**src/verilog/lcd_cmd_defs.svh**
```systemverilog
// Constants for the liquid crystal driver command decoder.
`ifndef LCD_CMD_DEFS_SVH
`define LCD_CMD_DEFS_SVH
`define CONTRAST_RESET   6'h20
`define BUSY_TIME_NS     50
`define BUSY_CYCLES      ((`BUSY_TIME_NS + 9) / 10)
`define RESET_TIME_NS    100
`define RESET_CYCLES     ((`RESET_TIME_NS + 9) / 10)
`define COL_MAX          8'hff
`define PAGE_MAX         4'h8
`define ST_BUSY_BIT      7
`define ST_DIR_BIT       6
`define ST_OFF_BIT       5
`define ST_RST_BIT       4
`endif

```
**src/verilog/lcd_cmd_pkg.sv**
```systemverilog
// Types shared by the command decoder modules.
package lcd_cmd_pkg;
   typedef enum logic [1:0] {BUS_IDLE, BUS_WRITE, BUS_READ} cycle_type;
   typedef enum logic [1:0] {ST_RUN, ST_BUSY, ST_SWRESET} phase_type;
endpackage : lcd_cmd_pkg

```
**src/verilog/lcd_bus_front.sv**
```systemverilog
// Pin synchroniser and bus cycle classifier for 80-style, 68-style and serial hosts.
`timescale 1ns/1ps
module lcd_bus_front (
   input  wire logic                  clk,
   input  wire logic                  sys_rst,
   input  wire logic                  mode_68,
   input  wire logic                  serial_sel,
   input  wire logic                  cmd_data_select,
   input  wire logic                  rd_e,
   input  wire logic                  wr_rw,
   input  wire logic                  ser_clk,
   input  wire logic                  ser_data,
   input  wire logic                  chip_sel_n,
   input  wire logic [7:0]            data_in,
   output lcd_cmd_pkg::cycle_type     cycle_ev,
   output logic                       cycle_a0,
   output logic [7:0]                 cycle_byte
);
   typedef struct packed {
      logic [5:0] s1;
      logic [5:0] s2;
      logic [5:0] old;
      logic [7:0] d1;
      logic [7:0] d2;
      logic [7:0] shift;
      logic [2:0] cnt;
      lcd_cmd_pkg::cycle_type ev;
      logic       a0;
      logic [7:0] byte_v;
   } state_type;
   state_type st_r;
   state_type st_nxt;
   logic      strobe_on;
   logic      strobe_was;
   logic      rd_sel;

   // Logic reads only the second stage and its one-cycle-delayed copy in old.
   always_comb begin
      st_nxt = st_r;
      st_nxt.s1 = {cmd_data_select, rd_e, wr_rw, ser_clk, ser_data, chip_sel_n};
      st_nxt.s2 = st_r.s1;
      st_nxt.d1 = data_in;
      st_nxt.d2 = st_r.d1;
      st_nxt.old = st_r.s2;
      st_nxt.ev = lcd_cmd_pkg::BUS_IDLE;
      strobe_on = mode_68 ? st_r.s2[4] : !(st_r.s2[4] && st_r.s2[3]);
      strobe_was = mode_68 ? st_r.old[4] : !(st_r.old[4] && st_r.old[3]);
      rd_sel = mode_68 ? st_r.old[3] : !st_r.old[4];
      if (st_r.s2[0]) begin
         st_nxt.cnt = 3'h0;
      end else if (serial_sel) begin
         if (st_r.s2[2] && !st_r.old[2]) begin
            st_nxt.shift = {st_r.shift[6:0], st_r.s2[1]};
            st_nxt.cnt = st_r.cnt + 3'h1;
            if (st_r.cnt == 3'h7) begin
               st_nxt.ev = lcd_cmd_pkg::BUS_WRITE;
               st_nxt.a0 = st_r.s2[5];
               st_nxt.byte_v = {st_r.shift[6:0], st_r.s2[1]};
            end
         end
      end else if (strobe_was && !strobe_on) begin
         // Data is latched at the trailing edge of the strobe.
         st_nxt.ev = rd_sel ? lcd_cmd_pkg::BUS_READ : lcd_cmd_pkg::BUS_WRITE;
         st_nxt.a0 = st_r.old[5];
         st_nxt.byte_v = st_r.d2;
      end
   end

   always_ff @(posedge clk or posedge sys_rst) begin
      if (sys_rst) begin
         st_r <= '{s1: 6'h01, s2: 6'h01, old: 6'h01, ev: lcd_cmd_pkg::BUS_IDLE, default: '0};
      end else begin
         st_r <= st_nxt;
      end
   end

   assign cycle_ev = st_r.ev;
   assign cycle_a0 = st_r.a0;
   assign cycle_byte = st_r.byte_v;
endmodule : lcd_bus_front

```
**src/verilog/lcd_cmd_decoder.sv**
```systemverilog
// Command decoder and initial-state logic of the dot-matrix display driver.
// Notes on behaviour
// - Reset pin: display off, normal, power zero, bias 1/9.
// - Reset clears indicator, modify mode, start, column, page.
// - Reset clears ratio, contrast 100000, inversion register, test.
// - Reset command applies only items eleven to twenty.
// - Classify cycles from select and strobes, internal timing.
// - Command 1010111x switches display on or off.
// - Display off drives outputs to positive supply.
// - Command 01xxxxxx sets start line, 65 lines scanned.
// - Command 1011xxxx sets page 0 to 8.
// - Column address from high and low nibble commands.
// - Column increments per access, saturates, page fixed.
// - Status read: busy, direction, off, resetting, zeros.
// - Busy set during operation or reset, refuses commands.
// - Status direction bit inverts direction command bit.
// - Status display bit inverts display on bit.
`timescale 1ns/1ps
`include "lcd_cmd_defs.svh"
module lcd_cmd_decoder (
   input  wire logic        clk,
   input  wire logic        sys_rst,
   input  wire logic        init_pin_n,
   input  wire logic        mode_68,
   input  wire logic        serial_sel,
   input  wire logic        cmd_data_select,
   input  wire logic        rd_e,
   input  wire logic        wr_rw,
   input  wire logic        ser_clk,
   input  wire logic        ser_data,
   input  wire logic        chip_sel_n,
   input  wire logic [7:0]  data_in,
   output logic [7:0]       data_out,
   output logic             data_oe_n,
   output logic             display_on,
   output logic             blank_to_vdd,
   output logic             seg_reverse,
   output logic             polarity_rev,
   output logic             all_on,
   output logic [5:0]       start_line,
   output logic [3:0]       page_addr,
   output logic [7:0]       col_addr,
   output logic             com_reverse,
   output logic [2:0]       power_ctrl,
   output logic             bias_1_7,
   output logic [2:0]       ratio,
   output logic [5:0]       contrast,
   output logic [3:0]       line_inv,
   output logic             static_ind,
   output logic             rmw_mode,
   output logic             test_mode,
   output logic             power_save,
   output logic             osc_run,
   output logic             busy,
   output logic             resetting
);
   typedef struct packed {
      logic       rp1;
      logic       rp2;
      lcd_cmd_pkg::phase_type ph;
      logic [3:0] cnt;
      logic [7:0] dout;
      logic       oe_n;
      logic       on;
      logic       segrev;
      logic       polrev;
      logic       allon;
      logic [5:0] line;
      logic [3:0] page;
      logic [7:0] col;
      logic [7:0] rmw_col;
      logic       comrev;
      logic [2:0] pwr;
      logic       bias;
      logic [2:0] ratio;
      logic [5:0] contr;
      logic [3:0] linv;
      logic       ind;
      logic       rmw;
      logic       test;
      logic       psave;
      logic       osc;
      logic       blank;
      logic       bsy;
      logic       rsting;
   } state_type;

   localparam state_type RESET_STATE = '{contr: `CONTRAST_RESET, oe_n: 1'b1, blank: 1'b1,
      ph: lcd_cmd_pkg::ST_RUN, default: '0};

   state_type st_r;
   state_type st_nxt;
   lcd_cmd_pkg::cycle_type ev;
   logic       ev_a0;
   logic [7:0] ev_byte;
   logic       pin_rst;

   function automatic logic [7:0] col_step(input logic [7:0] c);
      col_step = (c == `COL_MAX) ? c : c + 8'h01;
   endfunction : col_step

   lcd_bus_front front (
      .clk             (clk),
      .sys_rst         (sys_rst),
      .mode_68         (mode_68),
      .serial_sel      (serial_sel),
      .cmd_data_select (cmd_data_select),
      .rd_e            (rd_e),
      .wr_rw           (wr_rw),
      .ser_clk         (ser_clk),
      .ser_data        (ser_data),
      .chip_sel_n      (chip_sel_n),
      .data_in         (data_in),
      .cycle_ev        (ev),
      .cycle_a0        (ev_a0),
      .cycle_byte      (ev_byte)
   );

   assign pin_rst = !st_r.rp2;

   always_comb begin
      st_nxt = st_r;
      st_nxt.rp1 = init_pin_n;
      st_nxt.rp2 = st_r.rp1;
      st_nxt.oe_n = 1'b1;
      if (pin_rst) begin
         // Items one to twenty, held for as long as the pin stays low.
         st_nxt = RESET_STATE;
         st_nxt.rp1 = init_pin_n;
         st_nxt.rp2 = st_r.rp1;
         st_nxt.ph = lcd_cmd_pkg::ST_SWRESET;
         st_nxt.cnt = 4'(`RESET_CYCLES);
      end else if (st_r.ph != lcd_cmd_pkg::ST_RUN) begin
         // Writes during busy are refused; status read still answers.
         st_nxt.cnt = st_r.cnt - 4'h1;
         if (st_r.cnt == 4'h1) begin
            st_nxt.ph = lcd_cmd_pkg::ST_RUN;
         end
         if (ev == lcd_cmd_pkg::BUS_READ && !ev_a0) begin
            st_nxt.dout = {1'b1, !st_r.segrev, !st_r.on,
               st_r.ph == lcd_cmd_pkg::ST_SWRESET, 4'h0};
            st_nxt.oe_n = 1'b0;
         end
      end else if (ev == lcd_cmd_pkg::BUS_READ) begin
         st_nxt.oe_n = 1'b0;
         if (!ev_a0) begin
            st_nxt.dout = {1'b0, !st_r.segrev, !st_r.on, 1'b0, 4'h0};
         end else begin
            // Display memory sits outside this block; reads return zero.
            st_nxt.dout = 8'h00;
            if (!st_r.rmw) begin
               st_nxt.col = col_step(st_r.col);
            end
         end
      end else if (ev == lcd_cmd_pkg::BUS_WRITE && ev_a0) begin
         st_nxt.col = col_step(st_r.col);
      end else if (ev == lcd_cmd_pkg::BUS_WRITE) begin
         st_nxt.ph = lcd_cmd_pkg::ST_BUSY;
         st_nxt.cnt = 4'(`BUSY_CYCLES);
         casez (ev_byte)
            8'b1010_111?: st_nxt.on = ev_byte[0];
            8'b01??_????: st_nxt.line = ev_byte[5:0];
            8'b1011_????: begin
               if (ev_byte[3:0] <= `PAGE_MAX) begin
                  st_nxt.page = ev_byte[3:0];
               end
            end
            8'b0001_????: begin
               if (!st_r.rmw) begin
                  st_nxt.col = {ev_byte[3:0], st_r.col[3:0]};
               end
            end
            8'b0000_????: begin
               if (!st_r.rmw) begin
                  st_nxt.col = {st_r.col[7:4], ev_byte[3:0]};
               end
            end
            8'b1010_000?: st_nxt.segrev = ev_byte[0];
            8'b1010_011?: st_nxt.polrev = ev_byte[0];
            8'b1010_010?: st_nxt.allon = ev_byte[0];
            8'b1010_001?: st_nxt.bias = ev_byte[0];
            8'b1110_0000: begin
               st_nxt.rmw = 1'b1;
               st_nxt.rmw_col = st_r.col;
            end
            8'b1110_1110: begin
               st_nxt.rmw = 1'b0;
               st_nxt.col = st_r.rmw_col;
            end
            8'b1110_0010: begin
               // Items eleven to twenty only; display and power keep their state.
               st_nxt.ind = 1'b0;
               st_nxt.rmw = 1'b0;
               st_nxt.line = 6'h00;
               st_nxt.col = 8'h00;
               st_nxt.page = 4'h0;
               st_nxt.comrev = 1'b0;
               st_nxt.ratio = 3'h0;
               st_nxt.contr = `CONTRAST_RESET;
               st_nxt.linv = 4'h0;
               st_nxt.test = 1'b0;
               st_nxt.ph = lcd_cmd_pkg::ST_SWRESET;
               st_nxt.cnt = 4'(`RESET_CYCLES);
            end
            8'b1100_????: st_nxt.comrev = ev_byte[3];
            8'b0010_1???: st_nxt.pwr = ev_byte[2:0];
            8'b0010_0???: st_nxt.ratio = ev_byte[2:0];
            default: begin
               st_nxt.ph = lcd_cmd_pkg::ST_RUN;
               st_nxt.cnt = 4'h0;
            end
         endcase
      end
      // Status levels are registered as well, so no output passes through gates.
      st_nxt.blank = !st_nxt.on;
      st_nxt.bsy = st_nxt.ph != lcd_cmd_pkg::ST_RUN;
      st_nxt.rsting = st_nxt.ph == lcd_cmd_pkg::ST_SWRESET;
   end

   always_ff @(posedge clk or posedge sys_rst) begin
      if (sys_rst) begin
         st_r <= RESET_STATE;
      end else begin
         st_r <= st_nxt;
      end
   end

   assign data_out = st_r.dout;
   assign data_oe_n = st_r.oe_n;
   assign display_on = st_r.on;
   assign blank_to_vdd = st_r.blank;
   assign seg_reverse = st_r.segrev;
   assign polarity_rev = st_r.polrev;
   assign all_on = st_r.allon;
   assign start_line = st_r.line;
   assign page_addr = st_r.page;
   assign col_addr = st_r.col;
   assign com_reverse = st_r.comrev;
   assign power_ctrl = st_r.pwr;
   assign bias_1_7 = st_r.bias;
   assign ratio = st_r.ratio;
   assign contrast = st_r.contr;
   assign line_inv = st_r.linv;
   assign static_ind = st_r.ind;
   assign rmw_mode = st_r.rmw;
   assign test_mode = st_r.test;
   assign power_save = st_r.psave;
   assign osc_run = st_r.osc;
   assign busy = st_r.bsy;
   assign resetting = st_r.rsting;

   a_pin_reset: assert property (@(posedge clk) disable iff (sys_rst)
      pin_rst |=> !display_on && power_ctrl == 3'h0 && contrast == 6'h20 && !bias_1_7)
      else $error("pin reset state wrong");
   a_pin_extra: assert property (@(posedge clk) disable iff (sys_rst)
      pin_rst |=> !all_on && !osc_run && !power_save && line_inv == 4'h0)
      else $error("pin reset extra state wrong");
   a_pin_addr: assert property (@(posedge clk) disable iff (sys_rst)
      pin_rst |=> col_addr == 8'h00 && page_addr == 4'h0 && start_line == 6'h00)
      else $error("pin reset addresses wrong");
   a_sw_keeps: assert property (@(posedge clk) disable iff (sys_rst)
      !pin_rst && !busy && ev == lcd_cmd_pkg::BUS_WRITE && !ev_a0 && ev_byte == 8'he2
      |=> $stable(display_on) && $stable(power_ctrl) && resetting && contrast == 6'h20)
      else $error("command reset wrong");
   a_disp_cmd: assert property (@(posedge clk) disable iff (sys_rst)
      !pin_rst && !busy && ev == lcd_cmd_pkg::BUS_WRITE && !ev_a0 && ev_byte[7:1] == 7'h57
      |=> display_on == $past(ev_byte[0]))
      else $error("display command ignored");
   a_blank: assert property (@(posedge clk) disable iff (sys_rst)
      blank_to_vdd == !display_on) else $error("blank mismatch");
   a_col_sat: assert property (@(posedge clk) disable iff (sys_rst)
      !pin_rst && $past(col_addr) == 8'hff && !busy && !$past(busy) |-> col_addr != 8'h00 ||
      $past(ev) != lcd_cmd_pkg::BUS_WRITE) else $error("column wrapped");
   a_busy_end: assert property (@(posedge clk) disable iff (sys_rst)
      $rose(busy) && !pin_rst |-> ##[1:12] !busy || pin_rst)
      else $error("busy stuck");
   a_status: assert property (@(posedge clk) disable iff (sys_rst)
      !pin_rst && !busy && ev == lcd_cmd_pkg::BUS_READ && !ev_a0
      |=> data_out == {1'b0, !$past(seg_reverse), !$past(display_on), 5'h00})
      else $error("status byte wrong");
   c_write: cover property (@(posedge clk) ev == lcd_cmd_pkg::BUS_WRITE && !ev_a0);
   c_status: cover property (@(posedge clk) !data_oe_n);
   c_swreset: cover property (@(posedge clk) resetting && !pin_rst);
endmodule : lcd_cmd_decoder

```
**config.mk**
```make
export PLATFORM = sky130hd
export DESIGN_NAME = lcd_cmd_decoder
export DESIGN_NICKNAME = d
export VERILOG_FILES = /design/src/verilog/lcd_cmd_pkg.sv /design/src/verilog/lcd_bus_front.sv /design/src/verilog/lcd_cmd_decoder.sv
export VERILOG_INCLUDE_DIRS = /design/src /design/src/verilog
export SDC_FILE = /design/constraint.sdc
export NUM_CORES = 1
export LEC_CHECK = 0
export BUFFER_PORTS_ARGS = -buffer_cell sky130_fd_sc_hd__buf_2
export CORE_UTILIZATION = 32
export DETAILED_ROUTE_END_ITERATION = 7
export PLACE_DENSITY = 0.49
export SLEW_MARGIN = 15
export SYNTH_ARGS = -nofsm -noshare
export SYNTH_HDL_FRONTEND = slang
export SYNTH_SLANG_ARGS = --single-unit
```
**constraint.sdc**
```tcl
create_clock -name clk -period 4.8 [get_ports clk]
set_input_delay 0.96 -clock clk [delete_from_list [all_inputs] [get_ports clk]]
set_output_delay 0.96 -clock clk [all_outputs]
set_load 0.1 [all_outputs]
```
==> results.json <==
{
  "status": "completed",
  "routedWlPerCell_um": 17.27,
  "cts_tree": "done",
  "die_h_um": 130.5,
  "rows": 46,
  "dieArea_sq_um": 17020,
  "critPathMaxFanout": 10,
  "crit_required_ns": 3.84,
  "drv_cap": 0,
  "coreArea_sq_um": 16000,
  "synth_top_family_by_area": "simple AND/OR/NAND/NOR gates",
  "grt_usage_pct": 16.00,
  "drc": 0,
  "ys_async_sr_fraction_pct": 100.0,
  "clkTransAtPathRegs_ns": 0.08,
  "tns_ns": 0,
  "synth_xor_area_share_pct": 0.4975,
  "routabilityCongestion": 0.8186,
  "antenna_cells": 0,
  "hold_buffers": 0,
  "min_period_ns": 2.347,
  "ir_drop_mv": 0.2371,
  "clk_latency_ns": 0.36,
  "finalWirelength_mm": 12.45,
  "cts_resized": 0,
  "overflow": 0,
  "netlist_top_cells_area": "dfrtp_1, buf_4, mux2_2",
  "synth_top_cell_area_share_pct": 49.28,
  "syn_to_final_growth_pct": 9.405,
  "syn_avg_cell_area_sq_um": 10.96,
  "cts_buffer_depth": 2,
  "synth_fa_ha_area_share_pct": 1.185,
  "post_cts_buffers": 0,
  "io_buffers": 58,
  "min_to": "front.st_nxt[41]",
  "ios": 76,
  "grt_max_degree": 71,
  "cp_cell_sequence": "buf_2",
  "seq_area_frac_synth_pct": 51.76,
  "fin_ws_ns": 2.453,
  "dr.pass1.iters": 4,
  "slew_viol_final": 0,
  "hold_class": "flop to flop",
  "num-nets-final": 524,
  "worstSetupEndpointType": "primary output",
  "crit_type": "flop to primary output",
  "synth_compound_area_share_pct": 15.52,
  "slew_headroom_pct": 40.36,
  "hp-start": "front.st_nxt[47]",
  "cts_buffers": 9,
  "skew_ns": 0.01057,
  "grt_pass1_wl_mm": 20.60,
  "vias_per_cell": 5.196,
  "clock-sinks": 109,
  "dp_slack_ns": 2.246,
  "fmax_mhz": 426.1,
  "synth_cells": 482,
  "htreeDepth": 3,
  "synth_area_sq_um": 5281,
  "ys.flop_type": "dfrtp_1",
  "power_density_nw_per_um2": 366.6,
  "slowest_delay_ns": 0.53,
  "finalHoldViolations": 0,
  "synth_edf_count": 0,
  "ant_nets": 0,
  "leakage_uw": 0.002647,
  "start_util_pct": 33.01,
  "hpwl_mm": 8.591,
  "rr_endpoint": "all_on",
  "finalSetupViolations": 0,
  "synthSimpleGateAreaFrac_pct": 16.28,
  "crit_family": "flip-flops",
  "rr_worst_depth": 5,
  "ys_warn_count": 0,
  "timing.final.crit_share_pct": 48.89,
  "first_global_vias": 3801,
  "rrSetupSlack_ns": 2.48,
  "r2r-start": "front.cycle_ev[1]",
  "synth_cell_type_count": 72,
  "vias": 3746,
  "path_buf_inv": 1,
  "muxShareOfSynthArea_pct": 5.165,
  "worstMarginPinSlew_ns": 0.8946,
  "antenna_found_initial": 0,
  "crit_path_top_delay_cell": "dfrtp_1",
  "synth_area_leader_cell": "dfrtp_1",
  "cp-start-kind": "flop",
  "drt_iter0_markers": 288,
  "min_path_cells": 0,
  "die_w_um": 130.5,
  "ys_seq_elements": 109,
  "drive_above_1_share_pct": 23.17,
  "cts_root_buf": "clkbuf_16",
  "rsz0062_at_grt": "false",
  "arrival_ns": 1.39
}
routing by layer:
| layer | GRT usage, % | share of wire (%) |
|---|---|---|
| met1 | 20.98 | 45 |
| met2 | 25.22 | 47 |
| met3 | 3.827 | 5.1 |
| met4 | 7.032 | 2.3 |
| met5 | 0 | 0 |
kinds of logic after synthesis:
kind of cell,count (synthesis)
compound gates,111
buf+inv,81
fa+ha+maj,5
flops,109
xor+xnor,3
mux,25
simple gates,147
other cells,1
how the worst max path moves through the flow:
stage,start,end,slack (ns),cells past startpoint
after global placement,mode_68,front.cycle_byte[2],2.29,6
after global routing,front.cycle_byte[3],start_line[0],2.30,5
final,col_addr[2],col_addr[2],2.45,1
after CTS,col_addr[2],col_addr[2],2.45,1
after detailed placement,mode_68,front.cycle_byte[1],2.25,6
after floorplan,sys_rst,all_on,0.97,1
per-stage QoR:
| step | utilization (%) | cells | power, uW | hold WS (ns) | instance area [sq um] |
|---|---|---|---|---|---|
| 2_1_floorplan | - | 498 | 1305 | 0.3312 | 5341 |
| 3_3_place_gp | 34.13 | 705 | 1352 | 0.3345 | 5461 |
| 3_5_place_dp | 34.13 | 705 | 1359 | 0.3364 | 5461 |
| 4_1_cts | 36.11 | 721 | 2150 | 0.3555 | 5778 |
| 5_1_grt | 36.11 | 721 | 2221 | 0.3568 | 5778 |
| 6_report | 36.11 | 721 | 2118 | 0.3514 | 5778 |
sequential cells by signal, summed over array words and instances (netlist names), 2 cells and up:
register          count
data_out              4
front.cycle_ev        2
col_addr              8
ratio                 3
front.st_r           22
front.st_nxt         20
power_ctrl            3
page_addr             4
start_line            6
front.cycle_byte      8
st_r                 15
synth_stat cells, drive strengths merged, types with 3 or more instances:
| cell | count |
|---|---|
| a21boi | 3 |
| a21oi | 18 |
| a22o | 8 |
| a22oi | 9 |
| a31o | 3 |
| a31oi | 3 |
| a32oi | 3 |
| and3 | 5 |
| and4 | 5 |
| buf | 62 |
| clkbuf | 7 |
| dfrtp | 104 |
| dfstp | 5 |
| ha | 5 |
| inv | 11 |
| mux2 | 18 |
| mux2i | 7 |
| nand2 | 31 |
| nand2b | 8 |
| nand3 | 12 |
| nand4 | 6 |
| nand4b | 5 |
| nor2 | 29 |
| nor2b | 5 |
| nor3 | 12 |
| nor3b | 4 |
| nor4 | 3 |
| o21ai | 17 |
| o2bb2ai | 9 |
| o31ai | 12 |
| or2 | 3 |
| or3 | 3 |
| or3b | 3 |
cells in the final DEF (no fill, tap or decap), types with 6 or more instances in the layout:
master | Yosys | layout
nand2b_1 | 8 | 8
a21oi_1 | 18 | 18
nor3_1 | 12 | 12
conb_1 | 1 | 17
clkbuf_16 | 0 | 9
o31ai_1 | 12 | 12
nand4_1 | 6 | 6
mux2i_1 | 7 | 7
dfrtp_1 | 104 | 104
mux2_2 | 17 | 17
buf_2 | 12 | 58
a22o_1 | 8 | 8
nand2_1 | 31 | 31
inv_1 | 11 | 10
o21ai_0 | 16 | 16
a22oi_1 | 9 | 9
o2bb2ai_1 | 9 | 9
nand3_1 | 11 | 11
nor2_1 | 29 | 29
report_power, final:
part / switching, uW / internal (uW) / total, uW
clock: 395 / 381 / 776
combinational: 171 / 87.9 / 259
sequential: 113 / 970 / 1080
final cells by class:
cell class | count | area, sq um
Clock inverter | 7 | 91.34
Clock buffer | 9 | 225.2
Sequential cell | 109 | 2734
Timing Repair Buffer | 60 | 305.3
Multi-Input combinational cell | 308 | 2105
Fill cell | 1641 | 10220
Inverter | 12 | 47.55
Tap cell | 216 | 270.3
Power figures use the tool's default switching activity.
